==> src/core/sse_pkg.sv <==
// package for the subtract and sleep execution slice
package sse_pkg;
    localparam int unsigned OSC_PER_CYCLE = 4;
    localparam logic [1:0] PHASE_LAST = 2'h3;
    localparam logic [7:0] WDOG_CLEAR = 8'h00;

    // register byte addresses
    localparam logic [11:0] ADDR_CTRL   = 12'h000;
    localparam logic [11:0] ADDR_ACC    = 12'h004;
    localparam logic [11:0] ADDR_STATUS = 12'h008;
    localparam logic [11:0] ADDR_FILE   = 12'h200;
    localparam logic [11:0] ADDR_FILE_END = 12'h3fc;

    // status bit positions
    localparam int unsigned ST_CARRY  = 0;
    localparam int unsigned ST_NIBBLE = 1;
    localparam int unsigned ST_ZERO   = 2;
    localparam int unsigned ST_PDOWN  = 3;
    localparam int unsigned ST_TOUT   = 4;
    localparam int unsigned ST_SLEEP  = 5;
    localparam int unsigned ST_BUSY   = 6;
    localparam logic [7:0] STATUS_RESET = 8'h18;

    typedef enum logic [1:0] {
        SSE_OP_LIT  = 2'b00,
        SSE_OP_FILE = 2'b01,
        SSE_OP_BORR = 2'b10,
        SSE_OP_SLP  = 2'b11
    } sse_op_t;

    typedef enum logic [1:0] {
        SSE_IDLE  = 2'b00,
        SSE_EXEC  = 2'b01,
        SSE_SLEEP = 2'b10
    } sse_st_t;

    typedef struct packed {
        logic [7:0] res;
        logic       carry;
        logic       nibble;
        logic       zero;
    } sse_alu_t;

    typedef struct packed {
        sse_st_t    st;
        logic [1:0] phase;
        sse_op_t    op;
        logic [7:0] operand;
        logic       dest;
        logic [7:0] acc;
        logic [7:0] status;
        logic [7:0] wdog;
        logic [7:0] wdog_pre;
        logic [31:0] prdata;
        logic       osc_run;
    } sse_state_t;
endpackage : sse_pkg

==> src/core/sse_exec.sv <==
// execution slice: three subtracts and sleep, apb register access
// Functional notes
// - literal subtract computes literal minus accumulator into the accumulator.
// - after literal subtract carry and nibble carry are 1 unless accumulator exceeds literal.
// - sleep clears watchdog and prescaler, sets timeout flag, clears powerdown flag.
// - after sleep the core enters sleep with the oscillator halted.
// - file subtract computes file minus accumulator; dest 0 to accumulator, 1 to file.
// - after file subtract carry and nibble carry are 1 unless accumulator exceeds file value.
// - borrow subtract removes accumulator and inverted carry from the file value.
// - an instruction takes four oscillator periods.
//
// Decided for this implementation: the APB register port and the address map.
`timescale 1ns/1ns
module sse_exec
    import sse_pkg::*;
#(
    parameter int unsigned FILE_DEPTH = 128
) (
    input  wire logic        pclk,
    input  wire logic        presetn,
    input  wire logic        psel,
    input  wire logic        penable,
    input  wire logic        pwrite,
    input  wire logic [11:0] paddr,
    input  wire logic [31:0] pwdata,
    output logic             pready,
    output logic [31:0]      prdata,
    output logic             pslverr,
    input  wire logic        wake,
    output logic             osc_run,
    output logic             sleeping,
    output logic [7:0]       watchdog_counter
);
    if (FILE_DEPTH < 1 || FILE_DEPTH > 128) begin : g_depth_bad
        $error("FILE_DEPTH must be 1..128");
    end

    sse_state_t s_ff;
    sse_state_t nxt_s;
    logic [7:0] file_ff [FILE_DEPTH];
    logic [6:0] faddr_ff;
    logic [6:0] nxt_faddr;

    function automatic sse_alu_t sub_f(input logic [7:0] a, input logic [7:0] w,
                                       input logic b_in);
        sse_alu_t r;
        logic [8:0] full;
        logic [4:0] low;
        full     = {1'b0, a} + {1'b0, ~w} + {8'h00, b_in};
        low      = {1'b0, a[3:0]} + {1'b0, ~w[3:0]} + {4'h0, b_in};
        r.res    = full[7:0];
        r.carry  = full[8];
        r.nibble = low[4];
        r.zero   = (full[7:0] == 8'h00);
        return r;
    endfunction

    wire logic acc_w   = psel && penable && pwrite;
    // read data captured in setup, shown from flops in access
    wire logic acc_r   = psel && !penable && !pwrite;
    wire logic hit_f   = (paddr >= ADDR_FILE) && (paddr <= ADDR_FILE_END);
    wire logic [6:0] fidx = paddr[8:2];
    wire logic file_ok = hit_f && (paddr[1:0] == 2'b00) && (32'(fidx) < FILE_DEPTH);
    wire logic hit_ok  = (paddr[1:0] == 2'b00) && ((paddr == ADDR_CTRL)
                         || (paddr == ADDR_ACC) || (paddr == ADDR_STATUS) || file_ok);
    wire logic busy    = (s_ff.st != SSE_IDLE);
    wire logic issue   = acc_w && (paddr == ADDR_CTRL) && !busy;
    wire logic [7:0] fval = file_ff[faddr_ff];

    sse_alu_t alu;
    logic     wr_file;

    always_comb begin
        nxt_s     = s_ff;
        nxt_faddr = faddr_ff;
        wr_file   = 1'b0;
        alu       = sub_f(8'h00, 8'h00, 1'b1);
        nxt_s.prdata = 32'h0000_0000;
        case (s_ff.op)
            SSE_OP_LIT:  alu = sub_f(s_ff.operand, s_ff.acc, 1'b1);
            SSE_OP_FILE: alu = sub_f(fval, s_ff.acc, 1'b1);
            SSE_OP_BORR: alu = sub_f(fval, s_ff.acc, s_ff.status[ST_CARRY]);
            default:     alu = sub_f(8'h00, 8'h00, 1'b1);
        endcase
        case (s_ff.st)
            SSE_IDLE: begin
                if (issue) begin
                    nxt_s.op      = sse_op_t'(pwdata[17:16]);
                    nxt_s.dest    = pwdata[15];
                    nxt_s.operand = pwdata[7:0];
                    nxt_faddr     = pwdata[14:8];
                    nxt_s.phase   = 2'h0;
                    nxt_s.st      = SSE_EXEC;
                end
            end
            SSE_EXEC: begin
                nxt_s.phase = s_ff.phase + 2'h1;
                if (s_ff.phase == PHASE_LAST) begin
                    nxt_s.st = SSE_IDLE;
                    if (s_ff.op == SSE_OP_SLP) begin
                        nxt_s.wdog               = WDOG_CLEAR;
                        nxt_s.wdog_pre           = WDOG_CLEAR;
                        nxt_s.status[ST_TOUT]    = 1'b1;
                        nxt_s.status[ST_PDOWN]   = 1'b0;
                        nxt_s.status[ST_SLEEP]   = 1'b1;
                        nxt_s.osc_run            = 1'b0;
                        nxt_s.st                 = SSE_SLEEP;
                    end else begin
                        // only the three arithmetic flags move
                        nxt_s.status[ST_CARRY]  = alu.carry;
                        nxt_s.status[ST_NIBBLE] = alu.nibble;
                        nxt_s.status[ST_ZERO]   = alu.zero;
                        if (s_ff.op == SSE_OP_LIT || !s_ff.dest) begin
                            nxt_s.acc = alu.res;
                        end else begin
                            wr_file = 1'b1;
                        end
                    end
                end
            end
            SSE_SLEEP: begin
                if (wake) begin
                    nxt_s.st             = SSE_IDLE;
                    nxt_s.osc_run        = 1'b1;
                    nxt_s.status[ST_SLEEP] = 1'b0;
                end
            end
            default: nxt_s.st = SSE_IDLE;
        endcase
        if (s_ff.st == SSE_IDLE && s_ff.osc_run) begin
            {nxt_s.wdog, nxt_s.wdog_pre} = {s_ff.wdog, s_ff.wdog_pre} + 16'h0001;
        end
        if (acc_w && !busy && paddr == ADDR_ACC) begin
            nxt_s.acc = pwdata[7:0];
        end
        if (acc_r) begin
            if (paddr == ADDR_ACC) begin
                nxt_s.prdata = {24'h00_0000, s_ff.acc};
            end else if (paddr == ADDR_STATUS) begin
                nxt_s.prdata = {24'h00_0000, s_ff.status[7:ST_BUSY+1], busy,
                                s_ff.status[ST_SLEEP:0]};
            end else if (file_ok) begin
                nxt_s.prdata = {24'h00_0000, file_ff[fidx]};
            end
        end
    end

    always_ff @(posedge pclk or negedge presetn) begin
        if (!presetn) begin
            s_ff     <= '{st: SSE_IDLE, phase: 2'h0, op: SSE_OP_LIT, operand: 8'h00,
                          dest: 1'b0, acc: 8'h00, status: STATUS_RESET, wdog: 8'h00,
                          wdog_pre: 8'h00, prdata: 32'h0000_0000, osc_run: 1'b1};
            faddr_ff <= 7'h00;
        end else begin
            s_ff     <= nxt_s;
            faddr_ff <= nxt_faddr;
        end
    end

    // file memory, no reset
    always_ff @(posedge pclk) begin
        if (wr_file) begin
            file_ff[faddr_ff] <= alu.res;
        end else if (acc_w && !busy && file_ok) begin
            file_ff[fidx] <= pwdata[7:0];
        end
    end

    assign pready           = 1'b1;
    assign pslverr          = psel && penable && !hit_ok;
    assign prdata           = s_ff.prdata;
    assign osc_run          = s_ff.osc_run;
    assign sleeping         = (s_ff.st == SSE_SLEEP);
    assign watchdog_counter = s_ff.wdog;

    // reference result built from plain subtraction, not the adder chain
    wire logic [7:0] exp_res = ((s_ff.op == SSE_OP_LIT) ? s_ff.operand : fval) - s_ff.acc
                               - {7'h00, (s_ff.op == SSE_OP_BORR) && !s_ff.status[ST_CARRY]};
endmodule // sse_exec

==> config.mk <==
export PLATFORM = sky130hd
export DESIGN_NAME = sse_exec
export DESIGN_NICKNAME = d
export VERILOG_FILES = /design/src/core/sse_pkg.sv /design/src/core/sse_exec.sv
export SDC_FILE = /design/constraint.sdc
export NUM_CORES = 2
export LEC_CHECK = 0
export CAP_MARGIN = 25
export CORE_ASPECT_RATIO = 1.25
export CORE_MARGIN = 2
export CORE_UTILIZATION = 64
export DETAILED_ROUTE_END_ITERATION = 10
export DONT_BUFFER_PORTS = 1
export PLACE_DENSITY = 0.76
export SETUP_SLACK_MARGIN = 0.15
export SYNTH_ARGS = -nofsm -noshare
export SYNTH_HDL_FRONTEND = slang
export SYNTH_SLANG_ARGS = --single-unit
==> constraint.sdc <==
create_clock -name pclk -period 12.05 [get_ports pclk]
set_input_delay 0.6025 -clock pclk [delete_from_list [all_inputs] [get_ports pclk]]
set_output_delay 0.6025 -clock pclk [all_outputs]
set_load 0.05 [all_outputs]
==> flow_summary_export.csv <==
group,metric,value,unit
grt,grt_pass1_wl,203600,µm
placement,postPlaceCellArea,0.05354,mm²
critical_path,start_kind,"flop",
yosys,synth-main-ff-cell,"edfxtp_1",
critical_path,cp_max_fo,65,
critical_path,critPathCaptureType,"flop",
critical_path,crit_family,"buffers and inverters",
pwr,p_sw_frac,0.2016,
pwr,clkPwrFrac,0.436,
placement,portBuffers,0,
timing,tns,0,ns
critical_path,path_buf_inv,5,
layout,final_net_count,2877,
layout,fin_area,0.05733,mm²
timing,max_freq,123.6,MHz
timing,worst_slew_pin_slew,1.198,ns
layout,mostFrequentLayoutCells,"edfxtp_1, mux4_2, nor2_1",
clocking,cts_resized,0,
yosys,syn_area,0.05245,mm²
clocking,clock_tree.buffer_depth,3,
drt,postRouteAntennaNets,0,
timing,min_period,8.089,ns
yosys,avgSynthCellArea,18.75,µm²
pwr,vdd_ir_drop_max,118.5,µV
critical_path,required,12.53,ns
pwr,combPwrFrac,0.026,
min_path,hp-class,"in2reg",
pwr,power.switching,1.527,mW
grt,grt_pass1_vias,30370,
placement,gp_congestion,0.9136,
timing,finalSetupViolations,0,
status,status,"completed",
timing,period_share,0.6713,
layout,antenna_cells,0,
floorplanning,fp.dieH,324.1,µm
layout,nFillCells,4854,
floorplanning,die-area,0.08427,mm²
yosys,synth-edff-count,1024,
yosys,synth_seq_area_share,0.6149,
clocking,cts_buffers,105,
floorplanning,rows,117,
drt,vias,29500,
timing,slew_headroom,0.1992,
timing,rsz0062_at_grt,"no",
critical_path,critPathMaxStageDelay,0.94,ns
yosys,yosys.area.top_type,"edfxtp_1",
floorplanning,core,0.08125,mm²
timing,fin_skew,0.02237,ns
grt,grtUsageTotal,0.3403,
clocking,clock_latency,0.70,ns
timing,finalHoldViolCount,0,
clocking,clkTransAtPathRegs,0.06,ns
yosys,synth_cells,2798,
grt,gr-total-overflow,0,
pwr,p_leak,17.40,nW
layout,drive_above_1_share,0.3191,
layout,final_common_cell,"edfxtp_1",
clocking,cts-root-buf,"clkbuf_16",
critical_path,cp.arrival,8.57,ns
drt,drt_first_pass_iters,6,
floorplanning,die_x,260.1,µm
pwr,p_int,6.045,mW
placement,post-dp-hpwl,88060,µm
placement,dp_cells,3733,
pwr,p_seq_frac,0.538,
drt,drt-vias-per-instance,7.450,
flow_run,maxCapViolations,0,
yosys,yosysUniqueCellTypes,72,
drt,drt-initial-drc-count,4369,
grt,antenna_found_initial,3,
timing,drv_slew,0,
drt,routedWlPerCell,35.25,µm
floorplanning,initial_core_util,0.6456,
yosys,yosysTopAreaCellShare,0.5863,
yosys,ys_warn_count,0,
pwr,p_per_area,132.1,mW/mm²
drt,wl,139600,µm
yosys,synth_seq_cells,1084,
grt,grt_max_degree,281,
critical_path,crit_type,"reg2reg",
clocking,cts_tree,"yes",
clocking,h-tree-depth,3,
layout,area_delta_synth_final,9.294,%
yosys,synth-async-reset-ratio,0.05535,
drt,drc_errors,0,
layout,stdcell_count,3960,
clocking,clock-sinks,1084,
yosys,yosys-top-cells-area,"edfxtp_1, mux4_2, dfrtp_1",
critical_path,crit_slowest_cell,"dfrtp_4",
floorplanning,io-pin-count,94,
critical_path,worstPathCellList,"buf_4, buf_4, mux4_2, mux4_2, mux4_2, mux2i_1, inv_1, ha_1, a211oi_1, nor2_1, o311a_1, nor4_1, and3_1, o21ai_0, a41oi_4, buf_4, buf_16",
==> state kept, by name, summed over array words and instances, names as in the netlist <==
name,cells
faddr_ff,7
file_ff,1024
osc_run,1
prdata,8
s_ff,36
watchdog_counter,8
==> cell usage after synthesis (7+ instances only) <==
library cell,n
nor3_1,9
xnor2_1,9
o21ai_0,64
clkbuf_1,99
mux4_2,623
nor2_1,194
and2_1,7
a21oi_1,48
xor2_1,8
mux2_2,21
nor2b_1,13
a211oi_1,7
nand3b_1,7
a31oi_1,8
nand4_1,16
nand2b_1,10
mux2i_1,49
buf_4,51
inv_1,21
a22oi_1,22
nand2_1,140
and3_1,14
o211ai_1,11
ha_1,24
nand3_1,48
dfrtp_1,58
nor3b_1,11
edfxtp_1,1024
buf_1,28
buf_2,55
==> metal layers <==
layer	up-vias	track usage	wire length, µm
met5	-	0	37
met4	6	0.1211	5263
met3	338	0.06485	15210
met2	1908	0.5697	71390
met1	15470	0.4541	47690
li1	11780	-	-
==> power by group through the flow <==
stage                     Clock (mW)  Sequential [mW]  Combinational, mW
final                           3.30             4.07              0.200
after global routing            3.46             4.07              0.207
after CTS                       3.32             4.07              0.195
after detailed placement           0             4.15              0.188
after global placement             0             4.15              0.185
after floorplan                    0             4.15              0.202
==> timing repair <==
action                                 in CTS  in global routing
hold buffers                                3                  0
setup buffers                               0                  0
endpoints found under the hold margin      61                  0
==> through the flow <==
stage | util | setup slack (ns) | power (mW) | hold slack (ns)
2_1_floorplan | - | 2.633 | 4.357 | 0.3069
4_1_cts | 0.7012 | 3.867 | 7.585 | 0.01233
3_3_place_gp | 0.6541 | 4.117 | 4.338 | 0.3083
3_5_place_dp | 0.6589 | 3.902 | 4.341 | 0.3084
6_report | 0.7056 | 3.961 | 7.572 | 0.02988
5_1_grt | 0.7056 | 3.737 | 7.737 | 0.02758
==> cell type report <==
cell class / count / area (µm²) / area share
Multi-Input combinational cell: 1479 / 19140 / 0.3339
Inverter: 22 / 82.58 / 0.001441
Tap cell: 1071 / 1340 / 0.02338
Timing Repair Buffer: 109 / 1104 / 0.01925
Clock buffer: 137 / 2830 / 0.04937
Sequential cell: 1084 / 32270 / 0.5629
Clock inverter: 58 / 559.3 / 0.009756
==> worst reg2reg max path, stage by stage (launching register included) <==
cell and delay [ns]:
dfrtp_4 0.94, buf_4 0.68, buf_4 0.70, mux4_2 0.45, mux4_2 0.56, mux4_2 0.56, mux2i_1 0.34, inv_1 0.09
ha_1 0.32, a211oi_1 0.51, nor2_1 0.17, o311a_1 0.42, nor4_1 0.56, and3_1 0.29, o21ai_0 0.15, a41oi_4 0.23
buf_4 0.55, buf_16 0.31
==> cell families (layout without fill, tap and decap cells) <==
kind of cell / count (synthesis) / after routing / synth area share
xor+xnor: 17 / 17 / 0.002839
other cells: 2 / 25 / 0.0001432
flops: 1084 / 1084 / 0.6149
mux: 693 / 693 / 0.2814
fa+ha+maj: 26 / 26 / 0.006489
compound gates: 221 / 221 / 0.02722
buf+inv: 258 / 326 / 0.02385
simple gates: 497 / 497 / 0.04315
==> worst paths after layout <==
kind / from / endpoint / slack, ns / cells after the start
min reg2reg: s_ff[70] / s_ff[70] / 0.48 / 2
min: pwdata[1] / s_ff[67] / 0.03 / 2
min in group asynchronous: presetn / s_ff[37] / 0.45 / 2
max: faddr_ff[1] / file_ff[106][7] / 3.96 / 17
max in group asynchronous: presetn / faddr_ff[1] / 11.30 / 2
max reg2reg: faddr_ff[1] / file_ff[106][7] / 3.96 / 17
No activity file was read; power rests on OpenSTA's default activity.
